==> config.mk <==
export PLATFORM = sky130hd
export DESIGN_NAME = ptc_regs
export DESIGN_NICKNAME = d
export VERILOG_FILES = /design/src/common/ptc_pkg.sv /design/src/hdl/ptc_regs.sv
export SDC_FILE = /design/constraint.sdc
export NUM_CORES = 1
export LEC_CHECK = 0
export BUFFER_PORTS_ARGS = -buffer_cell sky130_fd_sc_hd__buf_2
export CAP_MARGIN = 15
export CORE_MARGIN = 2
export CORE_UTILIZATION = 49
export CTS_CLUSTER_SIZE = 30
export DETAILED_ROUTE_END_ITERATION = 16
export GPL_TIMING_DRIVEN = 0
export HOLD_SLACK_MARGIN = 0.02
export PLACE_DENSITY = 0.84
export RECOVER_POWER = 25
export SETUP_SLACK_MARGIN = 0.15
export SLEW_MARGIN = 25
export SYNTH_ARGS = -nofsm -noshare
export SYNTH_HDL_FRONTEND = slang
export SYNTH_SLANG_ARGS = --single-unit
==> constraint.sdc <==
create_clock -name clk -period 3.1 [get_ports clk]
set_clock_uncertainty 0.05 [all_clocks]
set_input_delay 0.31 -clock clk [delete_from_list [all_inputs] [get_ports clk]]
set_output_delay 0.31 -clock clk [all_outputs]
set_load 0.05 [all_outputs]
==> src/common/ptc_pkg.sv <==
// Package for the power and timer control register block
// How it works
// - Baud double bit doubles serial rate, modes 1-3
// - View select makes serial top bit show framing error
// - Timer 1 overflow sets flag, vector clears, software writes
// - Timer 1 run bit is software owned, starts timer
// - Timer 0 overflow sets flag, vector clears, software writes
// - Timer 0 run bit is software owned, starts timer
// - Selected edge or level on pin sets irq1 flag
// - Irq1 vector clears flag only when edge triggered
// - Level mode irq1 flag follows inverted pin
// - Irq1 type bit selects edge or level trigger
// - Selected edge or level on pin sets irq0 flag
package ptc_pkg;
    // ------------------------------------------------------------
    // Register map (word index times four is the byte address)
    // ------------------------------------------------------------
    localparam logic [7:0] PTC_IDX_POWER   = 8'h87;
    localparam logic [7:0] PTC_IDX_TIMER   = 8'h88;
    localparam logic [7:0] PTC_IDX_SERIAL  = 8'h98;
    localparam logic [7:0] PTC_IDX_IRQ_ST  = 8'hF0;
    localparam logic [7:0] PTC_IDX_IRQ_MSK = 8'hF1;
    localparam logic [7:0] PTC_RST_POWER   = 8'h00;
    localparam logic [7:0] PTC_RST_TIMER   = 8'h00;
    localparam logic [7:0] PTC_RST_SERIAL  = 8'h00;
    localparam logic [7:0] PTC_RST_IRQ     = 8'h00;
    // ------------------------------------------------------------
    // Field positions
    // ------------------------------------------------------------
    localparam int PTC_B_BAUD_DBL = 7;
    localparam int PTC_B_FRAME_VIEW = 6;
    localparam int PTC_B_BROWNOUT = 5;
    localparam int PTC_B_UFLAG_HI = 3;
    localparam int PTC_B_UFLAG_LO = 2;
    localparam int PTC_B_PWR_DOWN = 1;
    localparam int PTC_B_IDLE     = 0;
    localparam int PTC_B_T1_OVF   = 7;
    localparam int PTC_B_T1_RUN   = 6;
    localparam int PTC_B_T0_OVF   = 5;
    localparam int PTC_B_T0_RUN   = 4;
    localparam int PTC_B_X1_FLAG  = 3;
    localparam int PTC_B_X1_TYPE  = 2;
    localparam int PTC_B_X0_FLAG  = 1;
    localparam int PTC_B_X0_TYPE  = 0;
    localparam int PTC_B_SER_MODE_LO = 7;
    localparam logic [7:0] PTC_POWER_WMASK = 8'hEF;
    // Interrupt status bits: t1 ovf, t0 ovf, irq1, irq0
    localparam int PTC_NIRQ = 4;

    typedef struct packed {
        logic       cyc;
        logic       stb;
        logic       we;
        logic [3:0] sel;
        logic [9:0] adr;
        logic [31:0] dat;
    } ptc_wb_req_t;

    typedef struct packed {
        logic        ack;
        logic [31:0] dat;
    } ptc_wb_rsp_t;

    typedef enum logic [1:0] {
        PTC_BUS_IDLE,
        PTC_BUS_ACK
    } ptc_bus_state_t;
endpackage : ptc_pkg

==> src/hdl/ptc_regs.sv <==
// Power and timer/external interrupt control registers on classic Wishbone
//
// Register access over Wishbone was chosen for this implementation.
`timescale 1ns/1ns
`default_nettype none
module ptc_regs import ptc_pkg::*; (
    // Clock and reset
    input  wire logic        clk,
    input  wire logic        rstn,
    // Wishbone slave
    input  wire ptc_wb_req_t wb_req,
    output ptc_wb_rsp_t      wb_rsp,
    // Core events
    input  wire logic        timer0_overflow,
    input  wire logic        timer1_overflow,
    input  wire logic        timer0_vector,
    input  wire logic        timer1_vector,
    input  wire logic        ext_irq0_vector,
    input  wire logic        ext_irq1_vector,
    input  wire logic        ext_irq0_pin_n,
    input  wire logic        ext_irq1_pin_n,
    input  wire logic        framing_error_flag,
    input  wire logic        brownout_event,
    // Control outputs
    output logic             baud_double,
    output logic             timer0_run,
    output logic             timer1_run,
    output logic             ext_irq0_flag,
    output logic             ext_irq1_flag,
    output logic             power_down_request,
    output logic             idle_request,
    output logic [7:0]       serial_control_view,
    output logic             irq
);
    // ------------------------------------------------------------
    // Bus decode
    // ------------------------------------------------------------
    logic [7:0]     power_q, power_d;
    logic [7:0]     timer_q, timer_d;
    logic [7:0]     serial_q, serial_d;
    logic [3:0]     irq_st_q;
    logic [3:0]     irq_msk_q;
    ptc_bus_state_t bus_q;

    wire       req_new  = wb_req.cyc && wb_req.stb && (bus_q == PTC_BUS_IDLE);
    wire       wr_en    = req_new && wb_req.we && wb_req.sel[0];
    wire [7:0] idx      = wb_req.adr[9:2];
    wire [7:0] wdat     = wb_req.dat[7:0];
    wire       hit_pwr  = idx == PTC_IDX_POWER;
    wire       hit_tmr  = idx == PTC_IDX_TIMER;
    wire       hit_ser  = idx == PTC_IDX_SERIAL;
    wire       hit_st   = idx == PTC_IDX_IRQ_ST;
    wire       hit_msk  = idx == PTC_IDX_IRQ_MSK;
    wire       wr_pwr   = wr_en && hit_pwr;
    wire       wr_tmr   = wr_en && hit_tmr;
    wire       wr_ser   = wr_en && hit_ser;
    wire       wr_st    = wr_en && hit_st;
    wire       wr_msk   = wr_en && hit_msk;

    // Serial top bit shows the framing error when the view select is on
    wire [7:0] ser_view = power_q[PTC_B_FRAME_VIEW] ?
                          {framing_error_flag, serial_q[6:0]} : serial_q;
    wire [7:0] rd_sel   = hit_pwr ? power_q :
                          hit_tmr ? timer_q :
                          hit_ser ? ser_view :
                          hit_st  ? {4'h0, irq_st_q} :
                          hit_msk ? {4'h0, irq_msk_q} : 8'h00;

    // ------------------------------------------------------------
    // External interrupt detection
    // ------------------------------------------------------------
    logic xirq0_flag_d, xirq1_flag_d;
    logic xirq0_rise, xirq1_rise;

    ptc_ext_irq #(
        .PIN_IDLE (1'b1)
    ) ptc_ext_irq0_inst (
        .clk       (clk),
        .rstn      (rstn),
        .pin_n     (ext_irq0_pin_n),
        .edge_mode (timer_q[PTC_B_X0_TYPE]),
        .svc_entry (ext_irq0_vector),
        .flag_q    (timer_q[PTC_B_X0_FLAG]),
        .flag_d    (xirq0_flag_d),
        .flag_rise (xirq0_rise)
    );

    ptc_ext_irq #(
        .PIN_IDLE (1'b1)
    ) ptc_ext_irq1_inst (
        .clk       (clk),
        .rstn      (rstn),
        .pin_n     (ext_irq1_pin_n),
        .edge_mode (timer_q[PTC_B_X1_TYPE]),
        .svc_entry (ext_irq1_vector),
        .flag_q    (timer_q[PTC_B_X1_FLAG]),
        .flag_d    (xirq1_flag_d),
        .flag_rise (xirq1_rise)
    );

    // ------------------------------------------------------------
    // Timer overflow flags
    // ------------------------------------------------------------
    logic t0_ovf_d, t1_ovf_d;

    ptc_ovf_flag ptc_ovf_flag1_inst (
        .overflow  (timer1_overflow),
        .svc_entry (timer1_vector),
        .wr_en     (wr_tmr),
        .wr_bit    (wdat[PTC_B_T1_OVF]),
        .flag_q    (timer_q[PTC_B_T1_OVF]),
        .flag_d    (t1_ovf_d)
    );

    ptc_ovf_flag ptc_ovf_flag0_inst (
        .overflow  (timer0_overflow),
        .svc_entry (timer0_vector),
        .wr_en     (wr_tmr),
        .wr_bit    (wdat[PTC_B_T0_OVF]),
        .flag_q    (timer_q[PTC_B_T0_OVF]),
        .flag_d    (t0_ovf_d)
    );

    always_comb begin
        timer_d = timer_q;
        if (wr_tmr) begin
            timer_d[PTC_B_T1_RUN]  = wdat[PTC_B_T1_RUN];
            timer_d[PTC_B_T0_RUN]  = wdat[PTC_B_T0_RUN];
            timer_d[PTC_B_X1_TYPE] = wdat[PTC_B_X1_TYPE];
            timer_d[PTC_B_X0_TYPE] = wdat[PTC_B_X0_TYPE];
        end
        timer_d[PTC_B_T1_OVF]  = t1_ovf_d;
        timer_d[PTC_B_T0_OVF]  = t0_ovf_d;
        timer_d[PTC_B_X1_FLAG] = xirq1_flag_d;
        timer_d[PTC_B_X0_FLAG] = xirq0_flag_d;
    end

    always_comb begin
        power_d = power_q;
        if (wr_pwr) begin
            power_d = (wdat & PTC_POWER_WMASK) & ~(8'h01 << PTC_B_BROWNOUT);
            power_d[PTC_B_BROWNOUT] = power_q[PTC_B_BROWNOUT] && wdat[PTC_B_BROWNOUT];
        end
        if (brownout_event) begin
            power_d[PTC_B_BROWNOUT] = 1'b1;
        end
        serial_d = wr_ser ? wdat : serial_q;
    end

    // ------------------------------------------------------------
    // Interrupt status: write one to clear, new events win
    // ------------------------------------------------------------
    wire [3:0] irq_evt = {timer1_overflow, timer0_overflow, xirq1_rise, xirq0_rise};

    ptc_irq_ctrl #(
        .N (PTC_NIRQ)
    ) ptc_irq_ctrl_inst (
        .clk      (clk),
        .rstn     (rstn),
        .evt      (irq_evt),
        .wr_st    (wr_st),
        .wr_msk   (wr_msk),
        .wdat     (wdat[3:0]),
        .status_q (irq_st_q),
        .mask_q   (irq_msk_q),
        .irq      (irq)
    );

    // ------------------------------------------------------------
    // Registers
    // ------------------------------------------------------------
    always_ff @(posedge clk or negedge rstn) begin
        if (!rstn) begin
            power_q  <= PTC_RST_POWER;
            timer_q  <= PTC_RST_TIMER;
            serial_q <= PTC_RST_SERIAL;
        end else begin
            power_q  <= power_d;
            timer_q  <= timer_d;
            serial_q <= serial_d;
        end
    end

    // One registered ack per request, one cycle after it, dropped the cycle after
    always_ff @(posedge clk or negedge rstn) begin
        if (!rstn) begin
            bus_q      <= PTC_BUS_IDLE;
            wb_rsp.ack <= 1'b0;
            wb_rsp.dat <= 32'h0000_0000;
        end else begin
            case (bus_q)
                PTC_BUS_IDLE: begin
                    wb_rsp.ack <= req_new;
                    wb_rsp.dat <= req_new ? {24'h00_0000, rd_sel} : wb_rsp.dat;
                    bus_q      <= req_new ? PTC_BUS_ACK : PTC_BUS_IDLE;
                end
                PTC_BUS_ACK: begin
                    wb_rsp.ack <= 1'b0;
                    bus_q      <= PTC_BUS_IDLE;
                end
                default: begin
                    wb_rsp.ack <= 1'b0;
                    bus_q      <= PTC_BUS_IDLE;
                end
            endcase
        end
    end

    // ------------------------------------------------------------
    // Outputs
    // ------------------------------------------------------------
    assign baud_double         = power_q[PTC_B_BAUD_DBL];
    assign power_down_request  = power_q[PTC_B_PWR_DOWN];
    assign idle_request        = power_q[PTC_B_IDLE];
    assign timer0_run          = timer_q[PTC_B_T0_RUN];
    assign timer1_run          = timer_q[PTC_B_T1_RUN];
    assign ext_irq0_flag       = timer_q[PTC_B_X0_FLAG];
    assign ext_irq1_flag       = timer_q[PTC_B_X1_FLAG];
    assign serial_control_view = ser_view;
endmodule : ptc_regs

// ------------------------------------------------------------
// One external interrupt input: edge latch or level follower
// ------------------------------------------------------------
module ptc_ext_irq import ptc_pkg::*; #(
    parameter logic PIN_IDLE = 1'b1
) (
    // Clock and reset
    input  wire logic clk,
    input  wire logic rstn,
    // Pin and controls
    input  wire logic pin_n,
    input  wire logic edge_mode,
    input  wire logic svc_entry,
    input  wire logic flag_q,
    // Next flag value and set event
    output logic      flag_d,
    output logic      flag_rise
);
    logic pin_q;

    // Falling edge seen as previous high, now low
    wire fall     = pin_q && !pin_n;
    // Edge mode latches until serviced; a new edge beats the clear
    wire edge_nxt = fall || (flag_q && !svc_entry);
    // Level mode keeps no memory, so the flag drops with the pin
    wire lvl_nxt  = !pin_n;

    assign flag_d    = edge_mode ? edge_nxt : lvl_nxt;
    assign flag_rise = flag_d && !flag_q;

    // Reset to the idle level so no false edge follows reset
    always_ff @(posedge clk or negedge rstn) begin
        if (!rstn) begin
            pin_q <= PIN_IDLE;
        end else begin
            pin_q <= pin_n;
        end
    end
endmodule : ptc_ext_irq

// ------------------------------------------------------------
// Timer overflow flag: hardware set beats every clear
// ------------------------------------------------------------
module ptc_ovf_flag import ptc_pkg::*; (
    // Events
    input  wire logic overflow,
    input  wire logic svc_entry,
    // Software write of the flag bit
    input  wire logic wr_en,
    input  wire logic wr_bit,
    // Flag
    input  wire logic flag_q,
    output logic      flag_d
);
    wire kept = flag_q && !svc_entry;
    wire base = wr_en ? wr_bit : kept;

    // An overflow in the clearing cycle must not be lost
    assign flag_d = overflow || base;
endmodule : ptc_ovf_flag

// ------------------------------------------------------------
// Sticky interrupt status with mask and level output
// ------------------------------------------------------------
module ptc_irq_ctrl import ptc_pkg::*; #(
    parameter int N = PTC_NIRQ
) (
    // Clock and reset
    input  wire logic         clk,
    input  wire logic         rstn,
    // Events and register writes
    input  wire logic [N-1:0] evt,
    input  wire logic         wr_st,
    input  wire logic         wr_msk,
    input  wire logic [N-1:0] wdat,
    // Register contents and interrupt
    output logic [N-1:0]      status_q,
    output logic [N-1:0]      mask_q,
    output logic              irq
);
    logic [N-1:0] status_d;

    // Write one clears; an event in the same cycle wins
    always_comb begin
        status_d = status_q;
        if (wr_st) begin
            status_d = status_q & ~wdat;
        end
        status_d = status_d | evt;
    end

    always_ff @(posedge clk or negedge rstn) begin
        if (!rstn) begin
            status_q <= PTC_RST_IRQ[N-1:0];
            mask_q   <= PTC_RST_IRQ[N-1:0];
        end else begin
            status_q <= status_d;
            mask_q   <= wr_msk ? wdat : mask_q;
        end
    end

    assign irq = |(status_q & mask_q);
endmodule : ptc_irq_ctrl
`default_nettype wire

Word-level counts from Yosys, hierarchy flattened

Cells that the tools add are included.

Equal/unequal tests: 5
Bitwise operators: 4
Mux-type cells: 16
Reductions and logical operators: 34

Operator list:

| kind               | number |
|---|---|
| $eq 8x8->1 const B | 5 |
| $mux 8             | 4 |
| $logic_and 1x1->1  | 18 |
| $mux 4             | 3 |
| $and 4x4->4        | 2 |
| $logic_not 1->1    | 8 |
| $mux 1             | 8 |
| $mux 6             | 1 |
| $logic_or 1x1->1   | 4 |
| $not 4->4          | 1 |
| $or 4x4->4         | 1 |
| $reduce_or 4->1    | 1 |
| $logic_not 2->1    | 1 |
| $reduce_and 2->1   | 1 |
| $reduce_bool 2->1  | 1 |

Register bits: 44
Word-level logic and storage cells: 71
Input port bits: 61
Output and inout bits: 49

Depth between registers and ports, before layout

Depth in word-level cells: 7
Gate-level depth with buffers: 5
Mapped depth without buffers: 5

Hierarchy

A second synthesis with hierarchy kept.

Cell total of the unflattened synthesis: 196
Area total of the unflattened synthesis: 2298.5 um^2

Modules (own cells, without submodules):

| module       | area an instance (um^2) | cells each | seq. area each (um^2) | times used |
|---|---|---|---|---|
| ptc_regs     | 1829.3                  | 159        | 800.8                 | 1 |
| ptc_irq_ctrl | 309.0                   | 23         | 200.2                 | 1 |
| ptc_ext_irq  | 66.3                    | 5          | 26.3                  | 2 |
| ptc_ovf_flag | 13.8                    | 2          | 0.0                   | 2 |

Worst setup path before layout

OpenSTA, ideal clock, no wires.

Path type: reg2reg
Start point: register bus_q[0]
End point: register ptc_irq_ctrl_inst.mask_q[0]
Library setup time: 0.125 ns
Path buffers: 0
Setup slack: 1.068 ns
Arrival time: 1.858 ns
Required time: 2.925 ns
Stages on the path, launching flop included: 6
Period minus slack after synthesis: 2.032 ns
Path through: dfrtp_1 > nand3b_4 > clkinv_1 > nand3_1 > or3_1 > mux2_2

Word-level cells in the longest chain between the ends: 5

Ends and longest elaborated chain:

| what                            | line            | RTL |
|---|---|---|
| from (decl)                     | ptc_regs.sv:43  | `ptc_bus_state_t bus_q;` |
| from (signal assigned)          | ptc_regs.sv:195 | `bus_q <= req_new ? PTC_BUS_ACK : PTC_BUS_IDLE;` |
| $logic_not 2->1                 | ptc_regs.sv:45  | `wire req_new = wb_req.cyc && wb_req.stb && (bus_q == PTC_BUS_IDLE);` |
| $logic_and 1x1->1               | ptc_regs.sv:45  |  |
| $logic_and 1x1->1 (2 in series) | ptc_regs.sv:46  | `wire wr_en = req_new && wb_req.we && wb_req.sel[0];` |
| $logic_and 1x1->1               | ptc_regs.sv:58  | `wire wr_msk = wr_en && hit_msk;` |
| to (signal assigned)            | ptc_regs.sv:316 | `mask_q <= PTC_RST_IRQ[N-1:0];` |
| to (signal assigned)            | ptc_regs.sv:319 | `mask_q <= wr_msk ? wdat : mask_q;` |
| to (decl)                       | ptc_regs.sv:299 | `output logic [N-1:0] mask_q,` |

Every way passes these cells.
A chain may end at the register's enable or synchronous reset.

Worst setup path in the final report

Start point: register bus_q[0]
End point: register serial_q[5]

Word-level cells in the longest chain between the ends: 5

Ends and longest elaborated chain:

| what                            | line            | RTL |
|---|---|---|
| $logic_not 2->1                 | ptc_regs.sv:45  |  |
| $logic_and 1x1->1               | ptc_regs.sv:45  |  |
| $logic_and 1x1->1 (2 in series) | ptc_regs.sv:46  |  |
| $logic_and 1x1->1               | ptc_regs.sv:56  | `wire wr_ser = wr_en && hit_ser;` |
| to (signal assigned)            | ptc_regs.sv:180 | `serial_q <= serial_d;` |
| to (decl)                       | ptc_regs.sv:40  | `logic [7:0] serial_q, serial_d;` |

Every way passes these cells.

==> results.sh <==
export IMPL_synth_top_area_share_pct=44.3
export IMPL_viasPerCell=5.26
export IMPL_dr_wl_met3_um=356
export IMPL_floorplan_initialDensity_pct=51.2
export IMPL_clock_root_buffer="clkbuf_8"
export IMPL_setup_tns_ns=0
export IMPL_met1_length_um=2260
export IMPL_grt_setup_unrepaired="no"
export IMPL_critical_path_startpoint_type="flip-flop"
export IMPL_synthCells=196
export IMPL_cp_max_fo=8
export IMPL_multiInputGateArea_sq_um=1010
export IMPL_p_leak_nw=1.47
export IMPL_yosysTopAreaCell="dfrtp_1"
export IMPL_ys_flop_type="dfrtp_1"
export IMPL_grt_pass1_wl_um=8730
export IMPL_required_ns=3.23
export IMPL_post_dp_hpwl_um=3890
export IMPL_dp_slack_ns=0.726
export IMPL_stdcell_count=336
export IMPL_crit_cells=5
export IMPL_rows=24
export IMPL_die_h_um=71.9
export IMPL_core_sq_um=4410
export IMPL_first_pass_iters=4
export IMPL_fill_cells=353
export IMPL_cp_cell_sequence="nand3b_4 > clkinv_1 > nand3_1 > nor2_2 > mux2_2"
export IMPL_port_buffers=56
export IMPL_wire_per_inst_um=15.4
export IMPL_layout_setup_ws_ns=0.942
export IMPL_seqCellArea_sq_um=1050
export IMPL_clkLatencyLatePin_ns=0.30
export IMPL_initialDrtViolationCount=98
export IMPL_dieWidth_um=71.9
export IMPL_whs_path_depth=1
export IMPL_clock_fmax_ghz=0.463
export IMPL_grt_max_degree=43
export IMPL_diodes=0
export IMPL_fin_nets=344
export IMPL_grt_overflow_total=0
export IMPL_worst_path_buf_inv=1
export IMPL_status="complete, no violations"
export IMPL_worst_slew_pin_slew_ns=1.06
export IMPL_ys_seq_area_share_pct=46.6
export IMPL_crit_family="simple AND/OR/NAND/NOR gates"
export IMPL_ys_warn_count=0
export IMPL_crit_type="reg -> reg"
export IMPL_antenna_left=0
export IMPL_fin_crit_sh_pct=69.6
export IMPL_synth_seq_cells=42
export IMPL_ys_types=45
export IMPL_drive_gt1_share_pct=44.4
export IMPL_die_area_sq_um=5170
export IMPL_critical_path_arrival_ns=2.29
export IMPL_slew_viol_final=0
export IMPL_clk_pin_slew_ns=0.08
export IMPL_routed_wl_met2_um=2510
export IMPL_slew_headroom_pct=29.4
export IMPL_post_synth_cell_area_avg_sq_um=11.5
export IMPL_ir_drop_v=0.000229
export IMPL_hold_class="in -> reg"
export IMPL_period_needed_ns=2.16
export IMPL_dr_max_layer_used="met4"
export IMPL_tritoncts="yes"
export IMPL_cts_made_buffers=5
export IMPL_finalSetupViolations=0
export IMPL_synth_edf_count=0
export IMPL_cts_num_sinks=42
export IMPL_power_density_nw_per_um2=408
export IMPL_syn_area_sq_um=2260
export IMPL_cts_resized=0
export IMPL_dp_cells=327
export IMPL_grt_pass1_vias=1727
export IMPL_globalplace_congestion=0.871
export IMPL_slowest_stage="nor2_2"
export IMPL_drc=0
export IMPL_totalPowerFinal_mw=1.14
export IMPL_drv_cap=0
export IMPL_end_kind="flip-flop"
export IMPL_h_tree_depth=2
export IMPL_antenna_found_initial=0
export IMPL_area_delta_synth_final_pct=23.6
export IMPL_cpPeakStageDelay_ns=0.53
export IMPL_clk_path_buf_depth=2
export IMPL_track_usage_pct=22.0
export IMPL_post_cts_buffers=0
export IMPL_via_count=1767
export IMPL_synth_async_sr_flop_share_pct=100
export IMPL_ios=110
export IMPL_drt_total_wl_um=5170
export IMPL_synthTopCellsByArea="dfrtp_1 (44%), mux2_2 (11%), buf_4 (10%)"
export IMPL_worst_r2r_cell_count=5
export IMPL_hold_violations=0
==> path summary, 6_finish.rpt <==
| path | start | to | slack, ns |
|---|---|---|---|
| hold reg to reg | wb_rsp[5] | wb_rsp[5] | 0.43 |
| setup / recovery | bus_q[0] | serial_q[5] | 0.94 |
| max in group asynchronous | rstn | wb_rsp[2] | 1.68 |
| setup reg to reg | bus_q[0] | serial_q[5] | 0.94 |
| hold / removal | ext_irq0_pin_n | ptc_ext_irq0_inst.pin_q | 0.05 |
| min in group asynchronous | rstn | timer_q[6] | 0.68 |
==> cell usage after synthesis (4+ instances only) <==
cell type / n
mux2i_1: 5
nand2_1: 8
mux2_2: 23
buf_4: 31
o21ai_0: 9
o31ai_1: 5
dfrtp_1: 40
inv_1: 7
a22oi_1: 4
o41ai_1: 5
==> worst register-to-register path, cell delays in order, from the launching register on <==
cell	delay, ns
dfrtp_1	0.39
nand3b_4	0.22
clkinv_1	0.18
nand3_1	0.27
nor2_2	0.53
mux2_2	0.40
==> area by class of cell <==
cell class	instances	area share, %
Sequential cell	42	37.7
Tap cell	52	2.33
Multi-Input combinational cell	134	36.3
Clock inverter	2	0.448
Buffer	35	8.91
Timing Repair Buffer	57	10.3
Inverter	8	1.07
Clock buffer	6	2.95
==> timing repair <==
item                                    4_1_cts  5_1_grt
hold buffers                                  0        1
endpoints found under the setup margin        0        0
endpoints found under the hold margin         0       40
==> registers in the layout, indices dropped and copies added (netlist names) <==
name	flops
bus_q	1
power_q	7
ptc_ext_irq0_inst.pin_q	1
ptc_ext_irq1_inst.pin_q	1
ptc_irq_ctrl_inst.mask_q	4
ptc_irq_ctrl_inst.status_q	4
serial_q	8
timer_q	8
wb_rsp	8
==> cell families after synthesis <==
| logic type | after synthesis | share of synthesized area, % |
|---|---|---|
| AND/OR/NAND/NOR | 37 | 12.7 |
| multiplexers | 28 | 13.7 |
| buffers and inverters | 43 | 12.3 |
| AO/OA/AOI/OAI | 45 | 14.5 |
| flip-flops | 42 | 46.6 |
| other | 1 | 0.166 |
==> where the power goes <==
group	total, mW	leakage, nW	internal (mW)	switching [mW]
Combinational	0.208	0.887	0.0606	0.148
Sequential	0.565	0.539	0.559	0.00626
Clock	0.368	0.0472	0.179	0.189
==> placed cells by master, fill, tap and decap left out, types with 2 or more instances in the layout <==
cell type  count
buf_2         54
dfrtp_1       40
buf_4         31
conb_1        24
mux2_2        23
o21ai_0        9
nand2_1        8
inv_1          7
clkbuf_8       6
o41ai_1        5
o31ai_1        5
mux2i_1        5
clkbuf_1       4
a22oi_1        4
nand3_1        3
nand2b_1       3
a21o_1         3
nor3b_1        3
o21a_1         3
o2bb2ai_1      3
and2_1         3
a31oi_1        3
nand4_1        2
nor4_4         2
a211o_1        2
a21oi_1        2
nor2b_1        2
nor2_1         2
dfstp_2        2
==> layer usage <==
layer  track usage (%)  vias up
met2              35.5       79
met1              30.0      842
met3              5.14        6
li1                  -      840
met4              6.08        0
met5                 0        -
==> per-stage QoR <==
| stage | utilization (%) | cell area, sq um | hold WS, ns |
|---|---|---|---|
| finish | 63.3 | 2800 | 0.0540 |
| global route | 63.3 | 2800 | 0.0442 |
| CTS | 63.2 | 2790 | 0.0573 |
| detailed placement | 61.0 | 2690 | 0.380 |
| global placement | 61.0 | 2690 | 0.377 |
| floorplan | - | 2350 | -0.0356 |
Note: power is estimated with default switching activity, not from simulation.
